## src/verilog/mleu_pkg.sv

```systemverilog
// Function
// - Round multiply: low source byte times destination, plus 80h, bits 23:8 written
// - Round multiply ignores source high byte; source register unchanged
// - Round multiply: six hold cycles, prefetch in seventh
// - Multiplies set Z on zero product, N from top bit, clear C, V
// - Multiply flags judged at 16 bits for byte, 32 for word
// - Signed byte multiply: signed low bytes, 16-bit product to destination
// - Signed word multiply: high half to upper register, low to destination
// - Upper register written first; low half wins if destination is upper
// - Signed overflow: bits 15:7 or 31:15 unequal; later check reports
// - Unsigned overflow: bits 15:8 or 31:16 nonzero; later check reports
// - Unsigned byte and word multiplies, same result placement
// - Each multiply variant has its own opcode
// - Signed word multiply ends cycle 13, or 14 for negative destination
// - No-op: one cycle, flags untouched, only instruction and last bus addresses advance
// - Byte complement works on zero-extended word; high byte all ones
// - OR in four forms, each with word and byte opcodes
// - Byte OR high byte zero; memory destination takes low byte
// - OR and complement: Z, N at size, C kept, V cleared
package mleu_pkg;
	localparam logic [7:0] OP_MULU_W = 8'hA4;
	localparam logic [7:0] OP_MULU_B = 8'hA5;
	localparam logic [7:0] OP_MULS_W = 8'hA6;
	localparam logic [7:0] OP_MULS_B = 8'hA7;
	localparam logic [7:0] OP_BWR    = 8'hAC;
	localparam logic [7:0] OP_NOP    = 8'h92;
	localparam logic [7:0] OP_NOT_W  = 8'h2C;
	localparam logic [7:0] OP_NOT_B  = 8'h2D;
	localparam logic [7:0] OP_OR_LO  = 8'h48;
	localparam logic [7:0] OP_OR_HI  = 8'h4F;
	localparam logic [23:0] ROUND_K  = 24'h000080;
	localparam logic [15:0] ZERO_REG = 16'h0000;
	localparam logic [4:0] CYC_BWR   = 5'h07;
	localparam logic [4:0] CYC_MSW   = 5'h0D;
	localparam logic [4:0] CYC_MSB   = 5'h0A;
	localparam logic [4:0] CYC_MUW   = 5'h0D;
	localparam logic [4:0] CYC_MUB   = 5'h08;
	localparam logic [4:0] CYC_ONE   = 5'h01;
	localparam logic [15:0] PF_OFS   = 16'h0004;
	localparam logic [15:0] IA_STEP  = 16'h0002;
	localparam logic [7:0] A_CTRL    = 8'h00;
	localparam logic [7:0] A_SRC     = 8'h04;
	localparam logic [7:0] A_DST     = 8'h08;
	localparam logic [7:0] A_UPR     = 8'h0C;
	localparam logic [7:0] A_FLAG    = 8'h10;
	localparam logic [7:0] A_STAT    = 8'h14;
	localparam logic [7:0] A_IADDR   = 8'h18;
	localparam logic [7:0] A_LADDR   = 8'h1C;
	localparam logic [7:0] A_MEM     = 8'h20;
	localparam int CTL_DUPR = 8;
	localparam int CTL_GO   = 31;
	localparam logic [1:0] RESP_OK  = 2'h0;
	localparam logic [1:0] RESP_ERR = 2'h2;
	typedef struct packed {
		logic v;
		logic c;
		logic n;
		logic z;
	} mleu_flag_type;
	typedef struct packed {
		logic uovf;
		logic sovf;
		logic illegal;
		logic busy;
	} mleu_stat_type;
	typedef enum logic [1:0] {
		ST_IDLE = 2'b01,
		ST_RUN  = 2'b10
	} mleu_state_type;
endpackage

```

## src/verilog/mleu_core.sv

```systemverilog
// Chosen here: the placing of the registers and the AXI4-Lite register port.
`timescale 1ns/1ps
module mleu_core
	import mleu_pkg::*;
#(
	parameter int ADDR_W = 8
) (
	input  wire logic              clock,
	input  wire logic              rst,
	input  wire logic [ADDR_W-1:0] s_axi_awaddr,
	input  wire logic [2:0]        s_axi_awprot,
	input  wire logic              s_axi_awvalid,
	output logic                   s_axi_awready,
	input  wire logic [31:0]       s_axi_wdata,
	input  wire logic [3:0]        s_axi_wstrb,
	input  wire logic              s_axi_wvalid,
	output logic                   s_axi_wready,
	output logic [1:0]             s_axi_bresp,
	output logic                   s_axi_bvalid,
	input  wire logic              s_axi_bready,
	input  wire logic [ADDR_W-1:0] s_axi_araddr,
	input  wire logic [2:0]        s_axi_arprot,
	input  wire logic              s_axi_arvalid,
	output logic                   s_axi_arready,
	output logic [31:0]            s_axi_rdata,
	output logic [1:0]             s_axi_rresp,
	output logic                   s_axi_rvalid,
	input  wire logic              s_axi_rready,
	output logic                   hold_fetch,
	output logic                   prefetch_word,
	output logic [15:0]            bus_addr,
	output logic                   mem_wr,
	output logic [7:0]             mem_strb
);

	if (ADDR_W < 6 || ADDR_W > 16) begin : g_addr_chk
		$error("ADDR_W out of range");
	end

	mleu_state_type state_q;
	mleu_flag_type  flag_word_q;
	mleu_flag_type  flag_d;
	mleu_stat_type  stat_q;
	logic [7:0]  opcode_q;
	logic        dst_upr_q;
	logic [15:0] source_reg_q;
	logic [15:0] dest_q;
	logic [15:0] upper_product_reg_q;
	logic [15:0] instr_addr_q;
	logic [15:0] last_bus_addr_q;
	logic [15:0] mem_data_q;
	logic [4:0]  cnt_q;
	logic        aw_full_q;
	logic        w_full_q;
	logic [7:0]  aw_addr_q;
	logic [31:0] w_data_q;
	logic [3:0]  w_strb_q;
	logic        wr_go;
	logic        wr_ok;
	logic        last_cyc;
	logic [31:0] prod;
	logic [15:0] dst_d;
	logic [15:0] upr_d;
	logic        dst_we;
	logic        upr_we;
	logic        mem_d;
	logic        illegal_d;
	logic        sovf_d;
	logic        uovf_d;
	logic [31:0] rd_d;
	logic        rd_ok;

	function automatic logic [4:0] op_cycles(input logic [7:0] op,
		input logic [15:0] d);
		logic [4:0] c;
		c = CYC_ONE;
		case (op)
			OP_BWR:    c = CYC_BWR;
			OP_MULS_W: c = d[15] ? CYC_MSW + 5'h01 : CYC_MSW;
			OP_MULS_B: c = d[7] ? CYC_MSB + 5'h01 : CYC_MSB;
			OP_MULU_W: c = CYC_MUW;
			OP_MULU_B: c = CYC_MUB;
			default:   c = CYC_ONE;
		endcase
		return c;
	endfunction

	function automatic logic [15:0] merge(input logic [15:0] old,
		input logic [31:0] wd, input logic [3:0] st);
		logic [15:0] r;
		r = old;
		if (st[0]) begin
			r[7:0] = wd[7:0];
		end
		if (st[1]) begin
			r[15:8] = wd[15:8];
		end
		return r;
	endfunction

	function automatic logic is_or(input logic [7:0] op);
		return op >= OP_OR_LO && op <= OP_OR_HI;
	endfunction

	// AXI4-Lite write channels
	assign s_axi_awready = !aw_full_q && !s_axi_bvalid;
	assign s_axi_wready  = !w_full_q && !s_axi_bvalid;
	assign wr_go = aw_full_q && w_full_q && !s_axi_bvalid;

	always_ff @(posedge clock or posedge rst) begin
		if (rst) begin
			aw_full_q <= 1'b0;
			w_full_q  <= 1'b0;
			aw_addr_q <= 8'h00;
			w_data_q  <= 32'h0000_0000;
			w_strb_q  <= 4'h0;
		end else begin
			if (s_axi_awvalid && s_axi_awready) begin
				aw_full_q <= 1'b1;
				aw_addr_q <= 8'(s_axi_awaddr);
			end else if (wr_go) begin
				aw_full_q <= 1'b0;
			end
			if (s_axi_wvalid && s_axi_wready) begin
				w_full_q <= 1'b1;
				w_data_q <= s_axi_wdata;
				w_strb_q <= s_axi_wstrb;
			end else if (wr_go) begin
				w_full_q <= 1'b0;
			end
		end
	end

	always_comb begin
		wr_ok = 1'b1;
		if (aw_addr_q == A_CTRL || aw_addr_q == A_SRC) begin
			wr_ok = 1'b1;
		end else if (aw_addr_q == A_DST || aw_addr_q == A_UPR) begin
			wr_ok = 1'b1;
		end else if (aw_addr_q == A_FLAG || aw_addr_q == A_IADDR) begin
			wr_ok = 1'b1;
		end else if (aw_addr_q == A_LADDR || aw_addr_q == A_STAT) begin
			wr_ok = 1'b1;
		end else if (aw_addr_q == A_MEM) begin
			wr_ok = 1'b1;
		end else begin
			wr_ok = 1'b0;
		end
	end

	always_ff @(posedge clock or posedge rst) begin
		if (rst) begin
			s_axi_bvalid <= 1'b0;
			s_axi_bresp  <= RESP_OK;
		end else if (wr_go) begin
			s_axi_bvalid <= 1'b1;
			s_axi_bresp  <= wr_ok ? RESP_OK : RESP_ERR;
		end else if (s_axi_bready) begin
			s_axi_bvalid <= 1'b0;
		end
	end

	// Execution datapath
	always_comb begin
		prod      = 32'h0000_0000;
		dst_d     = dest_q;
		upr_d     = upper_product_reg_q;
		dst_we    = 1'b0;
		upr_we    = 1'b0;
		mem_d     = 1'b0;
		flag_d    = flag_word_q;
		illegal_d = 1'b0;
		sovf_d    = stat_q.sovf;
		uovf_d    = stat_q.uovf;
		case (opcode_q)
			OP_BWR: begin
				prod[23:0] = 24'(source_reg_q[7:0]) * 24'(dest_q) +
					ROUND_K;
				dst_d  = prod[23:8];
				dst_we = 1'b1;
				flag_d = '{v: 1'b0, c: 1'b0, n: prod[23],
					z: prod[23:8] == 16'h0000};
			end
			OP_MULS_B: begin
				prod[15:0] = 16'($signed(source_reg_q[7:0])) *
					16'($signed(dest_q[7:0]));
				dst_d  = prod[15:0];
				dst_we = 1'b1;
				flag_d = '{v: 1'b0, c: 1'b0, n: prod[15],
					z: prod[15:0] == 16'h0000};
				sovf_d = !(&prod[15:7] || ~|prod[15:7]);
			end
			OP_MULU_B: begin
				prod[15:0] = 16'(source_reg_q[7:0]) *
					16'(dest_q[7:0]);
				dst_d  = prod[15:0];
				dst_we = 1'b1;
				flag_d = '{v: 1'b0, c: 1'b0, n: prod[15],
					z: prod[15:0] == 16'h0000};
				uovf_d = |prod[15:8];
			end
			OP_MULS_W, OP_MULU_W: begin
				if (opcode_q == OP_MULS_W) begin
					prod = 32'($signed(source_reg_q)) *
						32'($signed(dest_q));
					sovf_d = !(&prod[31:15] || ~|prod[31:15]);
				end else begin
					prod = 32'(source_reg_q) * 32'(dest_q);
					uovf_d = |prod[31:16];
				end
				upr_d  = dst_upr_q ? prod[15:0] : prod[31:16];
				upr_we = 1'b1;
				dst_d  = prod[15:0];
				dst_we = !dst_upr_q;
				flag_d = '{v: 1'b0, c: 1'b0, n: prod[31],
					z: prod == 32'h0000_0000};
			end
			OP_NOP: begin
				dst_we = 1'b0;
			end
			OP_NOT_W, OP_NOT_B: begin
				if (opcode_q == OP_NOT_B) begin
					prod[15:0] = ~(ZERO_REG ^ {8'h00, dest_q[7:0]});
					flag_d.z = prod[7:0] == 8'h00;
					flag_d.n = prod[7];
				end else begin
					prod[15:0] = ~(ZERO_REG ^ dest_q);
					flag_d.z = prod[15:0] == 16'h0000;
					flag_d.n = prod[15];
				end
				flag_d.v = 1'b0;
				dst_d  = prod[15:0];
				dst_we = 1'b1;
			end
			default: begin
				if (is_or(opcode_q)) begin
					if (opcode_q[0]) begin
						prod[15:0] = {8'h00, source_reg_q[7:0] |
							dest_q[7:0]};
						flag_d.z = prod[7:0] == 8'h00;
						flag_d.n = prod[7];
					end else begin
						prod[15:0] = source_reg_q | dest_q;
						flag_d.z = prod[15:0] == 16'h0000;
						flag_d.n = prod[15];
					end
					flag_d.v = 1'b0;
					mem_d  = opcode_q[1];
					dst_d  = prod[15:0];
					dst_we = !opcode_q[1];
				end else begin
					illegal_d = 1'b1;
				end
			end
		endcase
	end

	// Sequencer
	assign last_cyc = state_q == ST_RUN && cnt_q == 5'h01;

	always_ff @(posedge clock or posedge rst) begin
		if (rst) begin
			state_q <= ST_IDLE;
			cnt_q   <= 5'h00;
		end else begin
			case (state_q)
				ST_IDLE: begin
					if (wr_go && aw_addr_q == A_CTRL && w_strb_q[3] &&
						w_data_q[CTL_GO]) begin
						state_q <= ST_RUN;
						cnt_q   <= op_cycles(w_strb_q[0] ? w_data_q[7:0] :
							opcode_q, dest_q);
					end
				end
				ST_RUN: begin
					cnt_q <= cnt_q - 5'h01;
					if (cnt_q == 5'h01) begin
						state_q <= ST_IDLE;
					end
				end
				default: begin
					state_q <= ST_IDLE;
				end
			endcase
		end
	end

	assign hold_fetch    = state_q == ST_RUN && !last_cyc;
	assign prefetch_word = last_cyc;
	assign bus_addr      = hold_fetch ? last_bus_addr_q :
		16'(instr_addr_q + PF_OFS);
	assign mem_strb      = mem_data_q[7:0];

	// Software registers and write-back
	always_ff @(posedge clock or posedge rst) begin
		if (rst) begin
			opcode_q            <= OP_NOP;
			dst_upr_q           <= 1'b0;
			source_reg_q        <= 16'h0000;
			dest_q              <= 16'h0000;
			upper_product_reg_q <= 16'h0000;
			flag_word_q         <= '0;
			instr_addr_q        <= 16'h0000;
			last_bus_addr_q     <= 16'h0000;
			mem_data_q          <= 16'h0000;
			mem_wr              <= 1'b0;
			stat_q              <= '0;
		end else begin
			mem_wr <= 1'b0;
			if (last_cyc) begin
				if (upr_we) begin
					upper_product_reg_q <= upr_d;
				end
				if (dst_we) begin
					dest_q <= dst_d;
				end
				if (!illegal_d) begin
					flag_word_q <= flag_d;
				end
				if (mem_d) begin
					mem_data_q <= opcode_q[0] ? {8'h00, dst_d[7:0]} :
						dst_d;
					mem_wr <= 1'b1;
				end
				stat_q.illegal <= illegal_d;
				stat_q.sovf    <= sovf_d;
				stat_q.uovf    <= uovf_d;
				instr_addr_q    <= 16'(instr_addr_q + IA_STEP);
				last_bus_addr_q <= 16'(instr_addr_q + PF_OFS);
			end else if (wr_go && state_q == ST_IDLE) begin
				if (aw_addr_q == A_CTRL) begin
					if (w_strb_q[0]) begin
						opcode_q <= w_data_q[7:0];
					end
					if (w_strb_q[1]) begin
						dst_upr_q <= w_data_q[CTL_DUPR];
					end
				end else if (aw_addr_q == A_SRC) begin
					source_reg_q <= merge(source_reg_q, w_data_q, w_strb_q);
				end else if (aw_addr_q == A_DST) begin
					dest_q <= merge(dest_q, w_data_q, w_strb_q);
				end else if (aw_addr_q == A_UPR) begin
					upper_product_reg_q <= merge(upper_product_reg_q,
						w_data_q, w_strb_q);
				end else if (aw_addr_q == A_FLAG && w_strb_q[0]) begin
					flag_word_q <= w_data_q[3:0];
				end else if (aw_addr_q == A_IADDR) begin
					instr_addr_q <= merge(instr_addr_q, w_data_q, w_strb_q);
				end else if (aw_addr_q == A_LADDR) begin
					last_bus_addr_q <= merge(last_bus_addr_q, w_data_q,
						w_strb_q);
				end else if (aw_addr_q == A_STAT && w_strb_q[0]) begin
					stat_q.illegal <= 1'b0;
					stat_q.sovf    <= 1'b0;
					stat_q.uovf    <= 1'b0;
				end
			end
			stat_q.busy <= state_q == ST_RUN && !last_cyc;
		end
	end

	// AXI4-Lite read channel
	assign s_axi_arready = !s_axi_rvalid;

	always_comb begin
		rd_d  = 32'h0000_0000;
		rd_ok = 1'b1;
		if (8'(s_axi_araddr) == A_CTRL) begin
			rd_d = {23'h000000, dst_upr_q, opcode_q};
		end else if (8'(s_axi_araddr) == A_SRC) begin
			rd_d = {16'h0000, source_reg_q};
		end else if (8'(s_axi_araddr) == A_DST) begin
			rd_d = {16'h0000, dest_q};
		end else if (8'(s_axi_araddr) == A_UPR) begin
			rd_d = {16'h0000, upper_product_reg_q};
		end else if (8'(s_axi_araddr) == A_FLAG) begin
			rd_d = {28'h0000000, flag_word_q};
		end else if (8'(s_axi_araddr) == A_STAT) begin
			rd_d = {28'h0000000, stat_q};
		end else if (8'(s_axi_araddr) == A_IADDR) begin
			rd_d = {16'h0000, instr_addr_q};
		end else if (8'(s_axi_araddr) == A_LADDR) begin
			rd_d = {16'h0000, last_bus_addr_q};
		end else if (8'(s_axi_araddr) == A_MEM) begin
			rd_d = {16'h0000, mem_data_q};
		end else begin
			rd_ok = 1'b0;
		end
	end

	always_ff @(posedge clock or posedge rst) begin
		if (rst) begin
			s_axi_rvalid <= 1'b0;
			s_axi_rdata  <= 32'h0000_0000;
			s_axi_rresp  <= RESP_OK;
		end else if (s_axi_arvalid && s_axi_arready) begin
			s_axi_rvalid <= 1'b1;
			s_axi_rdata  <= rd_d;
			s_axi_rresp  <= rd_ok ? RESP_OK : RESP_ERR;
		end else if (s_axi_rready) begin
			s_axi_rvalid <= 1'b0;
		end
	end

	// Checks
	a_bwr_seven: assert property (@(posedge clock) disable iff (rst)
		$rose(state_q == ST_RUN) && opcode_q == OP_BWR |->
		hold_fetch [*6] ##1 prefetch_word)
		else $error("round multiply not seven cycles");

	a_msw_len: assert property (@(posedge clock) disable iff (rst)
		$rose(state_q == ST_RUN) && opcode_q == OP_MULS_W && !dest_q[15]
		|-> ##12 prefetch_word)
		else $error("signed word multiply length wrong");

	a_hold_addr: assert property (@(posedge clock) disable iff (rst)
		hold_fetch |-> bus_addr == last_bus_addr_q && !prefetch_word &&
		(!$past(hold_fetch) || $stable(bus_addr)))
		else $error("bus left previous address");

	a_mul_cv: assert property (@(posedge clock) disable iff (rst)
		prefetch_word && (opcode_q == OP_MULU_W || opcode_q == OP_BWR)
		|=> !flag_word_q.c && !flag_word_q.v)
		else $error("multiply left C or V set");

	a_bwr_res: assert property (@(posedge clock) disable iff (rst)
		prefetch_word && opcode_q == OP_BWR |=> dest_q ==
		16'((24'(8'($past(source_reg_q))) * 24'($past(dest_q)) +
		ROUND_K) >> 8))
		else $error("round multiply result wrong");

	a_src_kept: assert property (@(posedge clock) disable iff (rst)
		state_q == ST_RUN |=> $stable(source_reg_q))
		else $error("source register changed");

	a_upr_dst: assert property (@(posedge clock) disable iff (rst)
		prefetch_word && (opcode_q == OP_MULU_W ||
		opcode_q == OP_MULS_W) && dst_upr_q |=>
		upper_product_reg_q == 16'($past(source_reg_q) * $past(dest_q)))
		else $error("upper register not low half");

	a_nop_flags: assert property (@(posedge clock) disable iff (rst)
		prefetch_word && opcode_q == OP_NOP |=> $stable(flag_word_q) &&
		$stable(dest_q))
		else $error("no-op changed state");

	a_notb_high: assert property (@(posedge clock) disable iff (rst)
		prefetch_word && opcode_q == OP_NOT_B |=> dest_q[15:8] == 8'hFF)
		else $error("byte complement high byte wrong");

	a_or_carry: assert property (@(posedge clock) disable iff (rst)
		prefetch_word && is_or(opcode_q) |=> !flag_word_q.v &&
		flag_word_q.c == $past(flag_word_q.c))
		else $error("OR changed carry or left V");

endmodule

```

## config.mk

```make
export PLATFORM = sky130hd
export DESIGN_NAME = mleu_core
export DESIGN_NICKNAME = d
export VERILOG_FILES = /design/src/verilog/mleu_pkg.sv /design/src/verilog/mleu_core.sv
export SDC_FILE = /design/constraint.sdc
export NUM_CORES = 2
export LEC_CHECK = 0
export ABC_AREA = 1
export BUFFER_PORTS_ARGS = -buffer_cell sky130_fd_sc_hd__buf_2
export CAP_MARGIN = 20
export CORE_ASPECT_RATIO = 1.75
export CORE_MARGIN = 3
export CORE_UTILIZATION = 44
export CTS_BUF_LIST = sky130_fd_sc_hd__clkbuf_16
export DETAILED_ROUTE_END_ITERATION = 8
export PLACE_DENSITY = 0.6
export REMOVE_ABC_BUFFERS = 1
export SLEW_MARGIN = 0
export SYNTH_ARGS = -nofsm -noshare
export SYNTH_HDL_FRONTEND = slang
export SYNTH_SLANG_ARGS = --single-unit
```

## constraint.sdc

```tcl
create_clock -name clock -period 6.1 [get_ports clock]
set_input_delay 0.61 -clock clock [delete_from_list [all_inputs] [get_ports clock]]
set_output_delay 0.61 -clock clock [all_outputs]
set_load 0.02 [all_outputs]
```

==> results by group <==
Die
  • Row count: 133
  • Starting Density: between 40% and 50%
  • Die height: 370.8 um
  • Core ar.: about 0.075 mm2
  • IO Count: 133
  • Die X: 214.4 um
  • DIE AREA: 0.07951 mm2

Timing
  • Period utilization: 106.3%
  • Fmax achieved: around 0.15 GHz
  • Slew Limit Fails: 0
  • Hold Vio Cnt, Final: 0
  • Slew Limit Headroom: 24.01%
  • Fin worst setup slack: -383.7 ps
  • Post-Route Setup TNS: -4020 ps
  • # setup viols final: 22
  • Min Tclk post-route: approximately 6500 ps
  • RSZ-0062 raised after global routing: yes
  • Final setup skew: 9.887 ps
  • Worst-Margin Slew: about 1100 ps

Final layout
  • Most used cells in the layout excluding fill and tap cells: 1051 x inv_1, 807 x nand2_1, 606 x buf_4
  • Area grow syn2layout: 29.04%
  • Cell area after layout: roughly 0.043 mm2
  • Commonest non-fill, non-tap cell in the layout: inv_1
  • ANT cells: 0
  • Layout cell share with drive strength beyond 1: 26.19%
  • Filler cells: 7191
  • Net count reported at finish: approximately 6000

Power and ir drop
  • Comb power frac: 56.2%
  • Clock share of power: a little under a fifth
  • Leakage power: 0.02338 uW
  • Sw Ratio: 46.56%
  • VDD IR max: around 0.00032 V
  • Pwr dens: 150.3 mW/mm2
  • Flop pwr share: 25.8%
  • Internal: 3468 uW
  • Switching power: 3022 uW

Run status
  • Status: finished with violations
  • Failing checks: DRC, setup timing

Global routing
  • First-pass GRT wire length: 194400 um
  • Initial antenna violation count: 0
  • Number of global-route vias before repair: around 33000
  • All-Layer GR Usage: 32.66%
  • Largest net degree at the start of global routing: 80
  • Grt ovf: 0

Setup path
  • Setup CP Type: flip-flop to flip-flop
  • Critical path capture point type: flip-flop
  • CP max stage delay: 560 ps
  • Arrival time at the worst endpoint: 6820 ps
  • CP dominant cell by count: fa_1
  • Critical path's slowest cell: fa_1
  • Required @ worst endpoint: 6440 ps
  • Startpoint types: flip-flop
  • Worst-path fanout max: 6

Clock network
  • CTS tree: built
  • Clock-pin slew on the worst setup and hold paths: 70 ps
  • # clock sinks: 171
  • Clk Latency, worst-skew pair: between 400 and 500 ps
  • CTS Root Cell: clkbuf_16
  • H-Tree Depth: 4
  • Hold bufs inserted after CTS: 0
  • TritonCTS buffer count: 17
  • CTS max path bufs: 2

Route
  • Via-to-Cell Ratio: ~5.3
  • Via count: 32580
  • TritonRoute pass-1 iters: 9
  • Final wirelength: 132100 um
  • Metal1 wirelength: 43790 um
  • DRC viols: 6
  • Max layer used: met4
  • Antenna Nets Post-Route: 0
  • DR WL/cell: 21.46 um
  • Initial drt markers: between 2000 and 3000
  • Met3 routed WL: 6786 um
  • WL met2: around 66000 um

Placement
  • Post-DP HPWL: 111800 um
  • Placed inst area: 0.03925 mm2
  • GPL Wtd Cong: just over 1
  • IO buf count: 92

Min path
  • Worst hold path type: input pin to asynchronous set/reset pin

Logic synthesis
  • Seq cells post-synth: 171
  • Sequential share of the synthesized area: 12.81%
  • Async S/R FF share, synth: 100.0%
  • Unique masters post-synth: 66
  • Mean post-synth cell area: 7.496 um2
  • Yosys warnings: 0
  • Post-Syn Area: approximately 0.033 mm2
  • Mapped Cells: 4463
  • Post-synth top flop: dfrtp_1
  • Number of flops mapped to enable cells by yosys: 0

Job
  • Max_cap viols: 0
-- state kept, by name (all words and copies together), names as in the netlist, 2 cells and up --
name                 count
s_axi_rdata             16
instr_addr_q            16
w_strb_q                 3
cnt_q                    5
mem_data_q              16
source_reg_q            16
last_bus_addr_q         16
opcode_q                 8
aw_addr_q                8
stat_q                   4
w_data_q                17
flag_word_q              4
upper_product_reg_q     16
dest_q                  16
state_q                  2
-- power by group through the flow --
stage | registers, uW | logic, uW | clock network (uW)
3_5_place_dp | 1680 | 3150 | 0
5_1_grt | 1690 | 3900 | 1220
4_1_cts | 1660 | 3460 | 1180
2_1_floorplan | 1720 | 1480 | 0
6_report | 1670 | 3650 | 1170
3_3_place_gp | 1670 | 3120 | 0
-- Yosys cell counts (all sizes together) (3+ instances only) --
master   instances  area, um2
a2111oi          3      26.28
a211oi           4      30.03
a21o             4      30.03
a21oi          186      938.4
a221oi          12      105.1
a22oi            4      30.03
a2bb2oi          6      52.55
a31oi           53      331.6
buf             69      386.6
clkbuf          79      296.5
clkinv           5      25.02
dfrtp          167       4179
dfstp            4      105.1
fa             517      10350
ha             261       3266
inv           1134       4259
mux2             7      78.83
nand2          952       3593
nand3          163      838.3
nand3b           8      60.06
nand4           59      369.1
nor2           295       1155
nor3            47      256.5
nor4            22      158.9
o2111ai         14      122.6
o211ai          17      127.6
o21ai          238       1195
o21bai           7      52.55
o221ai           7      61.31
o22ai           20      125.1
o311ai           6      52.55
o31ai            5      37.54
or2              3      18.77
xnor2           21      183.9
xor2            50      437.9
-- repair_timing --
| item | in CTS | in global routing |
|---|---|---|
| hold endpoints to repair | 0 | 0 |
| setup buffers | 61 | 34 |
| setup endpoints to repair | 34 | 34 |
| pin swaps | 120 | 121 |
| gates cloned | 2 | 0 |
| resized for setup | 371 | 313 |
-- area by class of cell --
cell class | count | area [um2] | share of cell area (%)
Multi-Input combinational cell | 3022 | 26550 | 61.50
Clock buffer | 17 | 425.4 | 0.9854
Timing Repair Buffer | 780 | 6127 | 14.19
Clock inverter | 15 | 188.9 | 0.4376
Sequential cell | 171 | 4312 | 9.988
Tap cell | 1012 | 1266 | 2.933
Inverter | 1139 | 4303 | 9.967
-- metal layers --
metal,vias to the layer above,GRT usage (%)
li1,14980,-
met1,15740,33.88
met2,1351,57.80
met3,502,3.385
met4,0,30.25
met5,-,0
-- cell families after synthesis --
family / after synthesis / synth area share (%)
fa+ha+maj: 778 / 40.70
other cells: 1 / 0.01121
mux: 9 / 0.2955
compound gates: 594 / 10.15
simple gates: 1552 / 19.34
flops: 171 / 12.81
buf+inv: 1287 / 14.85
xor+xnor: 71 / 1.859
-- path summary, 6_finish.rpt --
check | from | endpoint | slack, ps | cells after the start
min in group clock | s_axi_bready | s_axi_bvalid | 330 | 2
max in group asynchronous | rst | dest_q[4] | 4520 | 3
max | source_reg_q[5] | stat_q[3] | -380 | 26
min | rst | aw_addr_q[1] | 290 | 2
min reg2reg | s_axi_rdata[10] | s_axi_rdata[10] | 490 | 2
max reg2reg | source_reg_q[5] | stat_q[3] | -380 | 26
-- worst max-delay path: cells and delay by family (launching register included) --
family | cells | cell delay, ps
simple gates | 9 | 1420
fa+ha+maj | 7 | 3290
compound gates | 1 | 240
flops | 1 | 490
buf+inv | 9 | 920
-- metrics by stage --
step | instances | hold slack [ps] | total power, uW | setup slack (ps) | util [%]
after floorplan | 4332 | 443.9 | 3195 | -117.3 | -
after global placement | 6034 | 460.7 | 4794 | -1048 | 52.18
after detailed placement | 6034 | 460.4 | 4827 | -1019 | 52.18
after CTS | 6124 | 322.0 | 6293 | -319.5 | 55.55
after global routing | 6156 | 330.1 | 6816 | -630.0 | 57.39
final | 6156 | 288.9 | 6491 | -383.7 | 57.39
Note: power is estimated with default switching activity, not from simulation.
